File: src/core/ebl_pkg.sv
// Package of command codes, status layout, states and counts for erase and lock control.
package ebl_pkg;

  // ****************************************************************
  // Command codes taken on the write strobe
  // ****************************************************************
  localparam logic [7:0] CMD_ERASE_SU = 8'h20;  // Block erase setup.
  localparam logic [7:0] CMD_BLANK_SU = 8'hBC;  // Blank check setup.
  localparam logic [7:0] CMD_CONFIRM  = 8'hD0;  // Erase or blank check confirm.
  localparam logic [7:0] CMD_RESUME   = 8'hD0;  // Erase resume.
  localparam logic [7:0] CMD_SUSPEND  = 8'hB0;  // Erase or program suspend.
  localparam logic [7:0] CMD_CLR_STAT = 8'h50;  // Clear the sticky error bits.
  localparam logic [7:0] CMD_RD_STAT  = 8'h70;  // Read status word.
  localparam logic [7:0] CMD_RD_ARR   = 8'hFF;  // Read array.
  localparam logic [7:0] CMD_RD_ID    = 8'h90;  // Read identifier and block lock bits.
  localparam logic [7:0] CMD_RD_QRY   = 8'h98;  // Query read.
  localparam logic [7:0] CMD_LOCK_SU  = 8'h60;  // Lock setup.
  localparam logic [7:0] CMD_LOCK     = 8'h01;  // Lock block.
  localparam logic [7:0] CMD_UNLOCK   = 8'hD0;  // Unlock block.
  localparam logic [7:0] CMD_LOCKDN   = 8'h2F;  // Lock-down block.
  localparam logic [7:0] CMD_RCR_SET  = 8'h03;  // Load read configuration register.
  localparam logic [7:0] CMD_PGM_W    = 8'h40;  // Word program.
  localparam logic [7:0] CMD_PGM_B    = 8'hE8;  // Buffered program.

  // ****************************************************************
  // Reset values and counts
  // ****************************************************************
  localparam logic [7:0]  STATUS_RST  = 8'h80;   // Ready only.
  localparam logic [15:0] RCR_RST     = 16'hF800; // Async reads, longest latency code.
  localparam int          ERASE_CYC   = 4096;    // Internal erase length in cycles.
  localparam int          BLANK_CYC   = 1024;    // Block scan length in cycles.
  localparam int          STOP_LOG2   = 4;       // Stopping point every 16 cycles.
  localparam int          CNT_W       = 13;      // Width of the operation counter.
  localparam logic [15:0] ID_PAD      = 16'h0000; // Upper bits of a lock bit read.

  // ****************************************************************
  // Types
  // ****************************************************************
  // Status word, bit 7 down to bit 0.
  typedef struct packed {
    logic rdy;     // device_ready_bit
    logic esusp;   // erase_suspended_bit
    logic efail;   // erase_fail_bit
    logic pfail;   // program_fail_bit
    logic vpp;     // supply_error_bit
    logic psusp;   // program suspended
    logic labort;  // lock_abort_bit
    logic bbusy;   // buffer_busy_bit
  } ebl_status_s;

  // Command write carrier.
  typedef struct packed {
    logic [7:0]  code;  // Command byte.
    logic [15:0] cfg;   // Configuration word for the read configuration load.
  } ebl_cmd_s;

  // Per-block lock state: lockdown_bit_line and lock_bit_line order.
  typedef struct packed {
    logic ldn;
    logic lck;
  } ebl_lk_s;

  typedef enum logic [2:0] {ST_IDLE, ST_ECHK, ST_ERASE, ST_ESUSP, ST_BLANK} ebl_state_e;
  typedef enum logic [1:0] {SU_NONE, SU_ERASE, SU_BLANK, SU_LOCK} ebl_setup_e;
  typedef enum logic [1:0] {RM_ARRAY, RM_STATUS, RM_IDENT} ebl_rmode_e;

endpackage : ebl_pkg

File: src/core/ebl_blkmem.sv
// Per-block lock and blank table with registered read ports.
module ebl_blkmem
  import ebl_pkg::*;
#(
  parameter int NBLK = 16,
  parameter int AW   = 4
) (
  input  wire logic          clk_i,
  input  wire logic          rst_i,
  input  wire logic          lk_we_i,     // Lock state write.
  input  wire logic          lk_guard_i,  // Skip the write if the block is locked down.
  input  wire ebl_lk_s       lk_wd_i,
  input  wire logic          bl_we_i,     // Blank flag write.
  input  wire logic          bl_wd_i,
  input  wire logic [AW-1:0] wr_addr_i,
  input  wire logic [AW-1:0] rd_a_addr_i,
  input  wire logic [AW-1:0] rd_b_addr_i,
  output ebl_lk_s            rd_a_o,
  output ebl_lk_s            rd_b_o,
  output logic               rd_b_bl_o
);

  ebl_lk_s          lk_q [NBLK];  // Volatile lock bits.
  logic [NBLK-1:0]  bl_q;         // Blank flag, array contents survive reset.

  // ****************************************************************
  // Storage, one entry per block
  // ****************************************************************
  for (genvar g = 0; g < NBLK; g++) begin : g_ent
    // Lock bits come up locked and not locked down after every reset.
    // A lock-down mark, once set, holds until reset whatever lock command follows.
    always_ff @(posedge clk_i or posedge rst_i) begin
      if (rst_i) begin
        lk_q[g] <= '{ldn: 1'b0, lck: 1'b1};
      end else if (lk_we_i && wr_addr_i == AW'(g) && !(lk_guard_i && lk_q[g].ldn)) begin
        lk_q[g] <= '{ldn: lk_wd_i.ldn || lk_q[g].ldn, lck: lk_wd_i.lck};
      end
    end

    // The blank flag models the array, which a reset does not touch.
    always_ff @(posedge clk_i) begin
      if (bl_we_i && wr_addr_i == AW'(g)) begin
        bl_q[g] <= bl_wd_i;
      end
    end
  end

  // ****************************************************************
  // Registered read ports
  // ****************************************************************
  // Both ports answer one cycle after the address is presented.
  always_ff @(posedge clk_i or posedge rst_i) begin
    if (rst_i) begin
      rd_a_o    <= '0;
      rd_b_o    <= '0;
      rd_b_bl_o <= 1'b0;
    end else begin
      rd_a_o    <= lk_q[rd_a_addr_i];
      rd_b_o    <= lk_q[rd_b_addr_i];
      rd_b_bl_o <= bl_q[rd_b_addr_i];
    end
  end

endmodule : ebl_blkmem

File: src/core/ebl_ctrl.sv
// Erase, blank check, erase suspend and block lock command control.
module ebl_ctrl
  import ebl_pkg::*;
#(
  parameter int NBLK         = 16,
  parameter int AW           = 4,
  parameter int ERASE_CYCLES = ERASE_CYC,
  parameter int BLANK_CYCLES = BLANK_CYC
) (
  input  wire logic          REF_CLK_I,
  input  wire logic          RST_I,          // Reset and power-down.
  input  wire logic          CMD_WE_I,       // One-cycle command write strobe.
  input  wire ebl_cmd_s      CMD_I,
  input  wire logic [AW-1:0] CMD_BLK_I,      // Block addressed by the command.
  input  wire logic [AW-1:0] RD_BLK_I,       // Block addressed by reads.
  input  wire logic [15:0]   ARRAY_DATA_I,   // Array word from the cell core.
  input  wire logic          CE_N_I,
  input  wire logic          WP_N_I,
  input  wire logic          VPP_LOW_I,      // Supply at or below program_supply_lockout.
  input  wire logic          VERIFY_FAIL_I,  // Erase verify failure from the core.
  input  wire logic          PGM_BUSY_I,     // Program engine running.
  input  wire logic          PGM_SUSP_I,     // Program engine suspended.
  output logic [15:0]        RD_DATA_O,
  output logic [7:0]         STATUS_O,
  output logic [15:0]        RCR_O,
  output logic               STANDBY_O,
  output logic               ERASING_O,
  output logic               PGM_REQ_O,      // Program command handed to the engine.
  output logic               PGM_SUSP_REQ_O  // Program suspend handed to the engine.
);

  // ****************************************************************
  // State
  // ****************************************************************
  ebl_state_e       st_r, st_nxt;        // Operation sequencer.
  ebl_setup_e       su_r, su_nxt;        // Pending first cycle of a pair.
  ebl_rmode_e       rm_r, rm_nxt;        // What a read returns.
  logic [CNT_W-1:0] cnt_r, cnt_nxt;      // Operation progress.
  logic [AW-1:0]    blk_r;               // Block under erase or scan.
  logic             sreq_r;              // Suspend requested, not yet reached.
  logic             rpend_r;             // Resume taken, waiting on program.
  logic             efail_r, pfail_r, vpp_r, lab_r;  // Sticky error bits.
  ebl_status_s      stat_r, stat_nxt;    // Registered status word.
  logic [15:0]      rcr_r;
  logic [15:0]      rd_r;
  ebl_lk_s          mem_a, mem_b;
  logic             mem_b_bl;

  // ****************************************************************
  // Command decode
  // ****************************************************************
  wire [7:0] code    = CMD_I.code;
  wire       we      = CMD_WE_I;
  wire       pend    = su_r != SU_NONE;
  wire       idle    = st_r == ST_IDLE;
  wire       susp    = st_r == ST_ESUSP;
  // Anything but the idle state and a suspend with no resume pending blocks new commands except an erase suspend.
  wire       running = !(idle || susp) || rpend_r;
  wire       first   = we && !pend && !running;
  wire       second  = we && pend;
  wire       wp_on   = !WP_N_I;

  wire c_lock_su  = first && code == CMD_LOCK_SU;
  wire c_erase_su = first && idle && code == CMD_ERASE_SU;
  wire c_blank_su = first && idle && code == CMD_BLANK_SU;
  wire lk_code    = code == CMD_LOCK || code == CMD_UNLOCK || code == CMD_LOCKDN;
  wire c_lk_any   = second && su_r == SU_LOCK && lk_code;
  // Supply level plays no part in lock commands; a parked program freezes the table.
  wire c_lockop   = c_lk_any && !PGM_SUSP_I;
  wire c_rcr      = second && su_r == SU_LOCK && code == CMD_RCR_SET;
  wire c_ers_go   = second && su_r == SU_ERASE && code == CMD_CONFIRM;
  wire c_blk_go   = second && su_r == SU_BLANK && code == CMD_CONFIRM;
  wire seq_err    = second && !(c_lk_any || c_rcr || c_ers_go || c_blk_go);
  // Blank check never accepts a suspend.
  wire c_susp     = we && !pend && st_r == ST_ERASE && code == CMD_SUSPEND;
  wire c_resume   = first && susp && code == CMD_RESUME;
  wire c_clr      = first && code == CMD_CLR_STAT;
  wire pgm_code   = code == CMD_PGM_W || code == CMD_PGM_B;
  wire same_blk   = susp && CMD_BLK_I == blk_r;
  wire c_pgm      = first && pgm_code && !same_blk;
  wire c_pgm_bad  = first && pgm_code && same_blk;
  wire c_psusp    = first && code == CMD_SUSPEND;
  wire c_rd_arr   = first && code == CMD_RD_ARR;
  wire c_rd_st    = first && code == CMD_RD_STAT;
  wire c_rd_id    = first && (code == CMD_RD_ID || code == CMD_RD_QRY);

  // Lock write data: lock-down also locks, unlock clears only the lock bit.
  // The table ORs in an existing lock-down mark, so it survives until reset.
  wire ebl_lk_s lk_wd = {code == CMD_LOCKDN, code != CMD_UNLOCK};
  // Under write-protect a locked-down block refuses every lock command.
  wire lk_guard   = wp_on;

  // A block is protected while locked or locked down under write-protect.
  wire prot       = mem_b.lck || (mem_b.ldn && wp_on);
  wire at_stop    = cnt_r[STOP_LOG2-1:0] == '0;
  wire ers_end    = cnt_r == CNT_W'(ERASE_CYCLES - 1);
  wire blk_end    = cnt_r == CNT_W'(BLANK_CYCLES - 1);
  wire ers_done   = st_r == ST_ERASE && !VPP_LOW_I && ers_end;
  wire ers_halt   = st_r == ST_ERASE && VPP_LOW_I;
  wire chk_vpp    = st_r == ST_ECHK && VPP_LOW_I;
  wire chk_lock   = st_r == ST_ECHK && !VPP_LOW_I && prot;
  wire blk_fail   = st_r == ST_BLANK && blk_end && !mem_b_bl;
  // A resume only takes effect once no program is running or parked.
  wire rs_go      = susp && rpend_r && !PGM_BUSY_I && !PGM_SUSP_I;

  // ****************************************************************
  // Block table
  // ****************************************************************
  // The second read port follows the confirm address, then the latched block.
  wire [AW-1:0] b_addr = (c_ers_go || c_blk_go) ? CMD_BLK_I : blk_r;
  wire [AW-1:0] w_addr = ers_done ? blk_r : CMD_BLK_I;

  ebl_blkmem #(.NBLK(NBLK), .AW(AW)) u_mem (
    .clk_i       (REF_CLK_I),
    .rst_i       (RST_I),
    .lk_we_i     (c_lockop),
    .lk_guard_i  (lk_guard),
    .lk_wd_i     (lk_wd),
    .bl_we_i     (ers_done || c_pgm),
    .bl_wd_i     (ers_done),
    .wr_addr_i   (w_addr),
    .rd_a_addr_i (RD_BLK_I),
    .rd_b_addr_i (b_addr),
    .rd_a_o      (mem_a),
    .rd_b_o      (mem_b),
    .rd_b_bl_o   (mem_b_bl)
  );

  // ****************************************************************
  // Sequencer next state
  // ****************************************************************
  // Halt on low supply beats completion, completion beats a suspend.
  always_comb begin
    st_nxt  = st_r;
    cnt_nxt = cnt_r;
    case (st_r)
      ST_IDLE: begin
        if (c_ers_go) begin
          st_nxt = ST_ECHK;
        end else if (c_blk_go) begin
          st_nxt  = ST_BLANK;
          cnt_nxt = '0;
        end
      end
      ST_ECHK: begin
        st_nxt  = (chk_vpp || chk_lock) ? ST_IDLE : ST_ERASE;
        cnt_nxt = '0;
      end
      ST_ERASE: begin
        if (ers_halt || ers_done) begin
          st_nxt = ST_IDLE;
        end else if ((sreq_r || c_susp) && at_stop) begin
          st_nxt = ST_ESUSP;
        end else begin
          cnt_nxt = cnt_r + 1'b1;
        end
      end
      ST_ESUSP: begin
        // The erase picks up where it stopped, even if its block was relocked.
        if (rs_go) begin
          st_nxt  = ST_ERASE;
          cnt_nxt = cnt_r + 1'b1;
        end
      end
      ST_BLANK: begin
        if (blk_end) begin
          st_nxt = ST_IDLE;
        end else begin
          cnt_nxt = cnt_r + 1'b1;
        end
      end
      default: begin
        st_nxt = ST_IDLE;
      end
    endcase
  end

  // Pair tracking: any second cycle ends the pair.
  assign su_nxt = c_lock_su  ? SU_LOCK  :
                  c_erase_su ? SU_ERASE :
                  c_blank_su ? SU_BLANK :
                  second     ? SU_NONE  : su_r;

  // Reads return status after every operation command but a program suspend or a refused program.
  assign rm_nxt = c_rd_arr ? RM_ARRAY :
                  c_rd_id  ? RM_IDENT :
                  (c_rd_st || second || c_susp || c_resume || c_pgm || c_erase_su ||
                   c_blank_su || c_lock_su) ? RM_STATUS : rm_r;

  // Status word: the ready bit follows the sequencer and the program engine, buffer busy is held low, errors are sticky.
  always_comb begin
    stat_nxt        = '0;
    stat_nxt.rdy    = !running && !PGM_BUSY_I;
    stat_nxt.esusp  = sreq_r || (susp && !rpend_r);
    stat_nxt.psusp  = PGM_SUSP_I;
    stat_nxt.efail  = efail_r;
    stat_nxt.pfail  = pfail_r;
    stat_nxt.vpp    = vpp_r;
    stat_nxt.labort = lab_r;
    stat_nxt.bbusy  = 1'b0;
  end

  // ****************************************************************
  // Registers
  // ****************************************************************
  // Reset aborts any operation; the aborted block keeps whatever it held.
  always_ff @(posedge REF_CLK_I or posedge RST_I) begin
    if (RST_I) begin
      st_r    <= ST_IDLE;
      su_r    <= SU_NONE;
      rm_r    <= RM_ARRAY;
      cnt_r   <= '0;
      blk_r   <= '0;
      sreq_r  <= 1'b0;
      rpend_r <= 1'b0;
      stat_r  <= ebl_status_s'(STATUS_RST);
      rcr_r   <= RCR_RST;
    end else begin
      st_r    <= st_nxt;
      su_r    <= su_nxt;
      rm_r    <= rm_nxt;
      cnt_r   <= cnt_nxt;
      blk_r   <= (c_ers_go || c_blk_go) ? CMD_BLK_I : blk_r;
      sreq_r  <= (sreq_r || c_susp) && st_nxt == ST_ERASE;
      rpend_r <= (rpend_r || c_resume) && !rs_go;
      stat_r  <= stat_nxt;
      rcr_r   <= c_rcr ? CMD_I.cfg : rcr_r;
    end
  end

  // Error bits: a setting event wins over a clear in the same cycle.
  always_ff @(posedge REF_CLK_I or posedge RST_I) begin
    if (RST_I) begin
      efail_r <= 1'b0;
      pfail_r <= 1'b0;
      vpp_r   <= 1'b0;
      lab_r   <= 1'b0;
    end else begin
      efail_r <= (efail_r && !c_clr) || seq_err || chk_lock || blk_fail ||
                 (ers_done && VERIFY_FAIL_I);
      pfail_r <= (pfail_r && !c_clr) || seq_err || c_pgm_bad;
      vpp_r   <= (vpp_r && !c_clr) || ers_halt || chk_vpp;
      lab_r   <= (lab_r && !c_clr) || chk_lock;
    end
  end

  // Read data register; the lock bits sit in the two low bits.
  always_ff @(posedge REF_CLK_I or posedge RST_I) begin
    if (RST_I) begin
      rd_r <= '0;
    end else begin
      case (rm_r)
        RM_STATUS: rd_r <= {8'h00, stat_r};
        RM_IDENT:  rd_r <= {ID_PAD[15:2], mem_a.ldn, mem_a.lck};
        default:   rd_r <= ARRAY_DATA_I;
      endcase
    end
  end

  // ****************************************************************
  // Outputs
  // ****************************************************************
  assign RD_DATA_O      = rd_r;
  assign STATUS_O       = stat_r;
  assign RCR_O          = rcr_r;
  // Standby waits for a running erase or scan; a suspended erase may sleep.
  assign STANDBY_O      = CE_N_I && !running;
  assign ERASING_O      = st_r == ST_ERASE;
  assign PGM_REQ_O      = c_pgm;
  assign PGM_SUSP_REQ_O = c_psusp;

  // ****************************************************************
  // Assertions
  // ****************************************************************
  a_vpp_halt: assert property (@(posedge REF_CLK_I) disable iff (RST_I)
    ers_halt |=> st_r == ST_IDLE && vpp_r) else $error("supply halt missed");
  a_lock_anyvpp: assert property (@(posedge REF_CLK_I) disable iff (RST_I)
    (second && su_r == SU_LOCK && code == CMD_LOCK && !PGM_SUSP_I) |-> c_lockop)
    else $error("lock refused");
  a_erase_blank: assert property (@(posedge REF_CLK_I) disable iff (RST_I)
    ers_done |=> st_r == ST_IDLE ##1 mem_b_bl) else $error("block not blank");
  a_standby_busy: assert property (@(posedge REF_CLK_I) disable iff (RST_I)
    st_r == ST_ERASE |-> !STANDBY_O) else $error("standby during erase");
  a_status_mode: assert property (@(posedge REF_CLK_I) disable iff (RST_I)
    c_ers_go |=> rm_r == RM_STATUS ##1 RD_DATA_O[15:8] == 8'h00)
    else $error("status mode lost");
  a_rdy_busy: assert property (@(posedge REF_CLK_I) disable iff (RST_I)
    (st_r == ST_ERASE)[*2] |-> !STATUS_O[7]) else $error("ready while erasing");
  a_blank_nosusp: assert property (@(posedge REF_CLK_I) disable iff (RST_I)
    st_r == ST_BLANK |=> st_r inside {ST_BLANK, ST_IDLE}) else $error("blank left");
  a_blank_fail: assert property (@(posedge REF_CLK_I) disable iff (RST_I)
    blk_fail |=> efail_r ##1 STATUS_O[5]) else $error("blank fail lost");
  a_susp_point: assert property (@(posedge REF_CLK_I) disable iff (RST_I)
    $rose(st_r == ST_ESUSP) |-> at_stop ##1 STATUS_O[7:6] == 2'b11)
    else $error("suspend point wrong");
  a_resume_wait: assert property (@(posedge REF_CLK_I) disable iff (RST_I)
    (susp && PGM_BUSY_I) |=> st_r == ST_ESUSP) else $error("resumed over program");
  a_seq_err: assert property (@(posedge REF_CLK_I) disable iff (RST_I)
    seq_err |=> pfail_r && efail_r) else $error("sequence error lost");
  a_err_sticky: assert property (@(posedge REF_CLK_I) disable iff (RST_I)
    (efail_r && !c_clr) |=> efail_r) else $error("error bit dropped");

endmodule : ebl_ctrl

File: config.mk
export PLATFORM = sky130hd
export DESIGN_NAME = ebl_ctrl
export DESIGN_NICKNAME = d
export VERILOG_FILES = /design/src/core/ebl_pkg.sv /design/src/core/ebl_blkmem.sv /design/src/core/ebl_ctrl.sv
export SDC_FILE = /design/constraint.sdc
export NUM_CORES = 1
export LEC_CHECK = 0
export BUFFER_PORTS_ARGS = -buffer_cell sky130_fd_sc_hd__buf_2
export CAP_MARGIN = 25
export CELL_PAD_IN_SITES_DETAIL_PLACEMENT = 0
export CELL_PAD_IN_SITES_GLOBAL_PLACEMENT = 1
export CORE_MARGIN = 2
export CORE_UTILIZATION = 49
export DETAILED_ROUTE_END_ITERATION = 6
export GPL_ROUTABILITY_DRIVEN = 0
export GPL_TIMING_DRIVEN = 1
export PLACE_DENSITY_LB_ADDON = 0.1
export SLEW_MARGIN = 5
export SYNTH_ARGS = -nofsm -noshare
export SYNTH_HDL_FRONTEND = slang
export SYNTH_HIERARCHICAL = 1
export SYNTH_SLANG_ARGS = --single-unit
File: constraint.sdc
create_clock -name REF_CLK_I -period 8.13 [get_ports REF_CLK_I]
set_input_delay 2.0325 -clock REF_CLK_I [delete_from_list [all_inputs] [get_ports REF_CLK_I]]
set_output_delay 2.0325 -clock REF_CLK_I [all_outputs]
set_load 0.01 [all_outputs]
; Yosys cells after proc, flatten, opt, wreduce, memory -nomap -nowiden
; Index checks and enable logic that the tools add are counted.
[totals]
register_bits = 122
input_bits = 57
out_inout_bits = 44
[classes]
n_addsub = 1
n_lt_le_gt_ge = 3
n_eq_ne = 50
n_mux = 33
bitwise_logic = 2
reduce_logical = 202
[op_table]
columns = op, n
row1 = 1-bit logical AND, 116
row2 = 13-bit two-way mux, 6
row3 = 13-bit one-hot mux with 5 select lines, 1
row4 = 8-bit equality test (second input constant), 7
row5 = 1-bit logical OR, 49
row6 = 4-bit equality test (second input constant), 8
row7 = 8-bit by 7-bit equality test with 1-bit output (second input constant), 4
row8 = 16-bit one-hot mux with 2 select lines, 1
row9 = 1-bit zero test, 29
row10 = 2-bit two-way mux, 12
row11 = 3-bit two-way mux, 6
row12 = 2-bit binary-select mux with 4-bit select, 2
row13 = 4-bit by 3-bit equality test with 1-bit output (second input constant), 4
row14 = 8-bit by 6-bit equality test with 1-bit output (second input constant), 2
row15 = 3-bit one-hot mux with 5 select lines, 1
row16 = 13-bit by 1-bit adder with 13-bit output (second input constant), 1
row17 = 13-bit by 10-bit equality test with 1-bit output (second input constant), 1
row18 = 13-bit by 12-bit equality test with 1-bit output (second input constant), 1
row19 = 5-bit greater-or-equal comparator (second input constant), 2
row20 = 4-bit NOT with 5-bit output, 2
row21 = 3-bit by 2-bit equality test with 1-bit output (second input constant), 3
row22 = 4-bit by 2-bit equality test with 1-bit output (second input constant), 2
row23 = 8-bit by 1-bit equality test with 1-bit output (second input constant), 1
row24 = 8-bit by 2-bit equality test with 1-bit output (second input constant), 1
row25 = other kinds (20), 29

; Logic depth before layout (Yosys ltp)
[logic_depth]
word_depth = 17
depth_mapped = 12
depth_no_buf = 10

; Hierarchy
; Netlist, hierarchy kept.
[by_module_without_submodules]
columns = mod, n_inst, cells_each, area_each_um2, seq_area_each_um2
row1 = ebl_ctrl, 1, 360, 3639.7, 1734.2
row2 = ebl_blkmem, 1, 206, 2822.7, 1426.4

; Least setup slack after synthesis
; OpenSTA, ideal clock, no wires.
[synth_path]
path_kind = input to output
startpoint = in CMD_I[21] in the netlist's numbering
endpoint = out PGM_REQ_O
arrival_ps = 3118
setup_slack_ps = 2980
path_stages = 4
n_path_buf = 1
cell_sequence = clkbuf_1 > or3_1 > a21o_1 > a2111oi_2
[synth_between]
elab_chain_len = 4
[synth_lines]
columns = item, line_no
row1 = "start, declared", ebl_ctrl.sv:13  ; input wire ebl_cmd_s CMD_I,
row2 = 8-bit by 7-bit equality test with 1-bit output / 8-bit equality test (equally long branches), ebl_ctrl.sv:78  ; wire pgm_code = code == CMD_PGM_W || code == CMD_PGM_B;
row3 = 1-bit logical OR (*), ebl_ctrl.sv:78
row4 = 1-bit logical AND (*) (2 in a row), ebl_ctrl.sv:80  ; wire c_pgm = first && pgm_code && !same_blk;
row5 = "end, declared", ebl_ctrl.sv:28  ; output logic PGM_REQ_O,
; Every way passes the cells marked *; elsewhere a longest branch is shown, timed or not.

; Worst setup path after layout
[layout_path]
startpoint = in CMD_WE_I
endpoint = out PGM_REQ_O
[layout_between]
elab_chain_len = 4
[layout_lines]
columns = item, line_no
row1 = "start, declared", ebl_ctrl.sv:12  ; input wire logic CMD_WE_I,
row2 = 1-bit logical AND (2 in a row), ebl_ctrl.sv:59  ; wire first = we && !pend && !running;
row3 = 1-bit logical AND (2 in a row), ebl_ctrl.sv:80
; No other way between the ends.

==> impl_metrics.toml <==
[outcome]
status = "finished clean"

[sta]
skew_ns = 0.00907
finalSetupViolCount = 0
fmax_mhz = 181
tns_ns = 0
worst_pin_slew_ns = 0.979
drv_slew = 0
slew-limit-headroom_pct = 34.7
grt_setup_unrepaired = "false"
min_period_over_period_pct = 68.1
finalHoldViolCount = 0
period_minus_slack_ns = 5.54

[critical_path]
cp_max_fo = 11
cp.required_ns = 6.10
worst-setup-path-type = "in2out"
arrival_ns = 3.51
critPathLaunchType = "input port"
worst_setup_path_end_kind = "output pin"

[synthesis]
yosysWarningCount = 6
ys_seq_area_share_pct = 48.9
synth_edf_count = 16
postSynthCellCount = 566
syn_nets = 627
synthFlopType = "dfrtp_1"
synth.avg_cell_area_sq_um = 11.4
ys_ff_latch = 122
async_flop_share_pct = 86.9
syn_area_sq_um = 6460
synthDistinctLibCells = 74

[final_layout]
syn_to_final_growth_pct = 18.4
multi_input_area_sq_um = 3050
drive_gt1_share_pct = 32.9
regArea_sq_um = 3160
fillCellCount = 1068
layout_commonest_cell = "buf_2"
fin_nets = 716
final_cell_mix = "99 x buf_2, 84 x dfrtp_1, 63 x nand2_1, 35 x nor2_1, 23 x nand3_1"
final_util_pct = 59.9
finalNonFillerCells = 840
diodes = 0

[die]
num_rows = 41
coreArea_sq_um = 12800
start_util_pct = 50.6
fp.dieW_microns = 119
die-area_sq_um = 14100
die_y_microns = 119
pin_count = 101

[drt]
wl_per_cell_microns = 19.3
ant_nets = 0
wl_mm = 16.2
vias = 4975
drcViolationCount = 0
via_per_inst = 5.92
drt_iter0_markers = 305
drt_pass1_iterations = 5

[place]
dp.cells = 806
post-dp-hpwl_mm = 11.4
io_buffer_count = 99

[power]
power.leakage_nw = 3.38
ir_worst_vdd_uv = 149
power.total_w = 0.00158
cellPowerDensity_nw_per_um2 = 206

[global_routing]
grt_pass1_vias = 5137
grt_overflow = 0
grt_max_degree = 46
antenna_found_initial = 0
grt_pass1_wl_mm = 26.4
track_usage_pct = 24.0

[clocking]
cts_buffers = 17
clock_latency_ns = 0.42
clk_pin_slew_ns = 0.05
cts_tree = "yes"
cts_max_path_buffers = 2
cts_hold_buf = 0
cts_setup_buffers = 0
clockRootBuffer = "clkbuf_16"
post_cts_resized = 0
cts.sinks = 122
htree_num_levels = 4

[flow_run]
maxCapViolations = 0

[hold_path]
hold_class = "reg2reg"
==> cells by family after synthesis <==
family	Yosys count	share of synthesized area (%)
adders and majority gates	4	0.774
AOI/OAI and AO/OA	107	13.5
muxes	59	13.8
DFF	122	48.9
buffers and inverters	54	4.10
xor gates and xnor gates	5	0.678
other	1	0.0580
and+or+nand+nor	214	18.2
==> per-layer routing <==
metal  wire length [microns]  GRT usage [%]  vias to the layer above
li1                        -              -                     2283
met1                    6810           30.1                     2526
met2                    8330           40.1                      150
met3                     846           6.66                       16
met4                     214           8.26                        0
met5                       0              0                        -
==> stage by stage <==
step	worst slack [ns]	hold slack [ns]	cell area, sq um
after floorplan	2.98	0.354	6460
after detailed placement	2.64	0.364	7020
after global routing	2.51	0.392	7650
after global placement	2.74	0.364	7020
after CTS	2.64	0.377	7630
final	2.59	0.375	7650
==> registers in the layout (all words and copies together) (netlist names), 2 cells and up <==
name / cells
u_mem/rd_a_o: 2
st_r: 3
su_r: 2
STATUS_O: 7
u_mem/rd_b_o: 2
blk_r: 4
u_mem/bl_q: 16
u_mem/lk_q: 32
RCR_O: 16
RD_DATA_O: 16
cnt_r: 13
rm_r: 2
==> final timing paths <==
check                          from             to  slack, ns  depth (start not counted)
max                        CMD_WE_I      PGM_REQ_O       2.59                          5
min                           lab_r    STATUS_O[1]       0.37                          0
max reg2reg                cnt_r[1]  u_mem/lk_q[8]       4.14                         10
min reg2reg                   lab_r    STATUS_O[1]       0.37                          0
max in group asynchronous     RST_I   RD_DATA_O[3]       5.49                          3
min in group asynchronous     RST_I       RCR_O[2]       1.65                          2
==> critical path: stages <==
cell and delay (ns):
buf_2 0.19, nor3b_2 0.40, nand4_1 0.22, a2111oi_2 0.44, buf_2 0.22
==> synthesized netlist by cell type (4+ instances only) <==
master     number  area, sq um
nand2b_1        6         37.5
nor2b_1         9         56.3
mux4_2         18          405
buf_6           5         56.3
dfrtp_1        84         2100
ha_1            4         50.1
nand2_1        63          236
a21o_1          4         30.0
nor2_1         35          131
clkbuf_1       16         60.1
o21ai_0        18         90.1
or3_1           7         43.8
inv_1          20         75.1
nand4_1        10         62.6
mux2_2         22          248
edfxtp_1       16          480
and2_1         11         68.8
a211oi_1       11         82.6
a22oi_1         6         45.0
buf_4           4         30.0
nand3_1        23          115
o21bai_1       12         90.1
dfstp_2        22          578
nor4_1          4         25.0
a21oi_1         5         25.0
and3_1          6         37.5
nand4b_1        5         43.8
a22o_1          9         78.8
o2111ai_1       8         70.1
nor3_1          8         40.0
buf_2           7         35.0
o211ai_1        5         37.5
mux2_1         15          169
xor2_1          4         35.0
==> cell type report <==
class | count | share of cell area (%)
clock buffers | 22 | 6.61
clock inverters | 10 | 1.47
inverters | 21 | 1.05
multi-input cells | 390 | 39.8
flip-flops and latches | 122 | 41.3
well taps | 172 | 2.81
repair buffers | 103 | 6.92
==> power breakdown <==
part	internal [W]	switching, W
Sequential	0.000648	0.00000983
Clock	0.000500	0.000270
Combinational	0.0000546	0.0000946
Total	0.00120	0.000374
(Power assumes the default switching activity.)
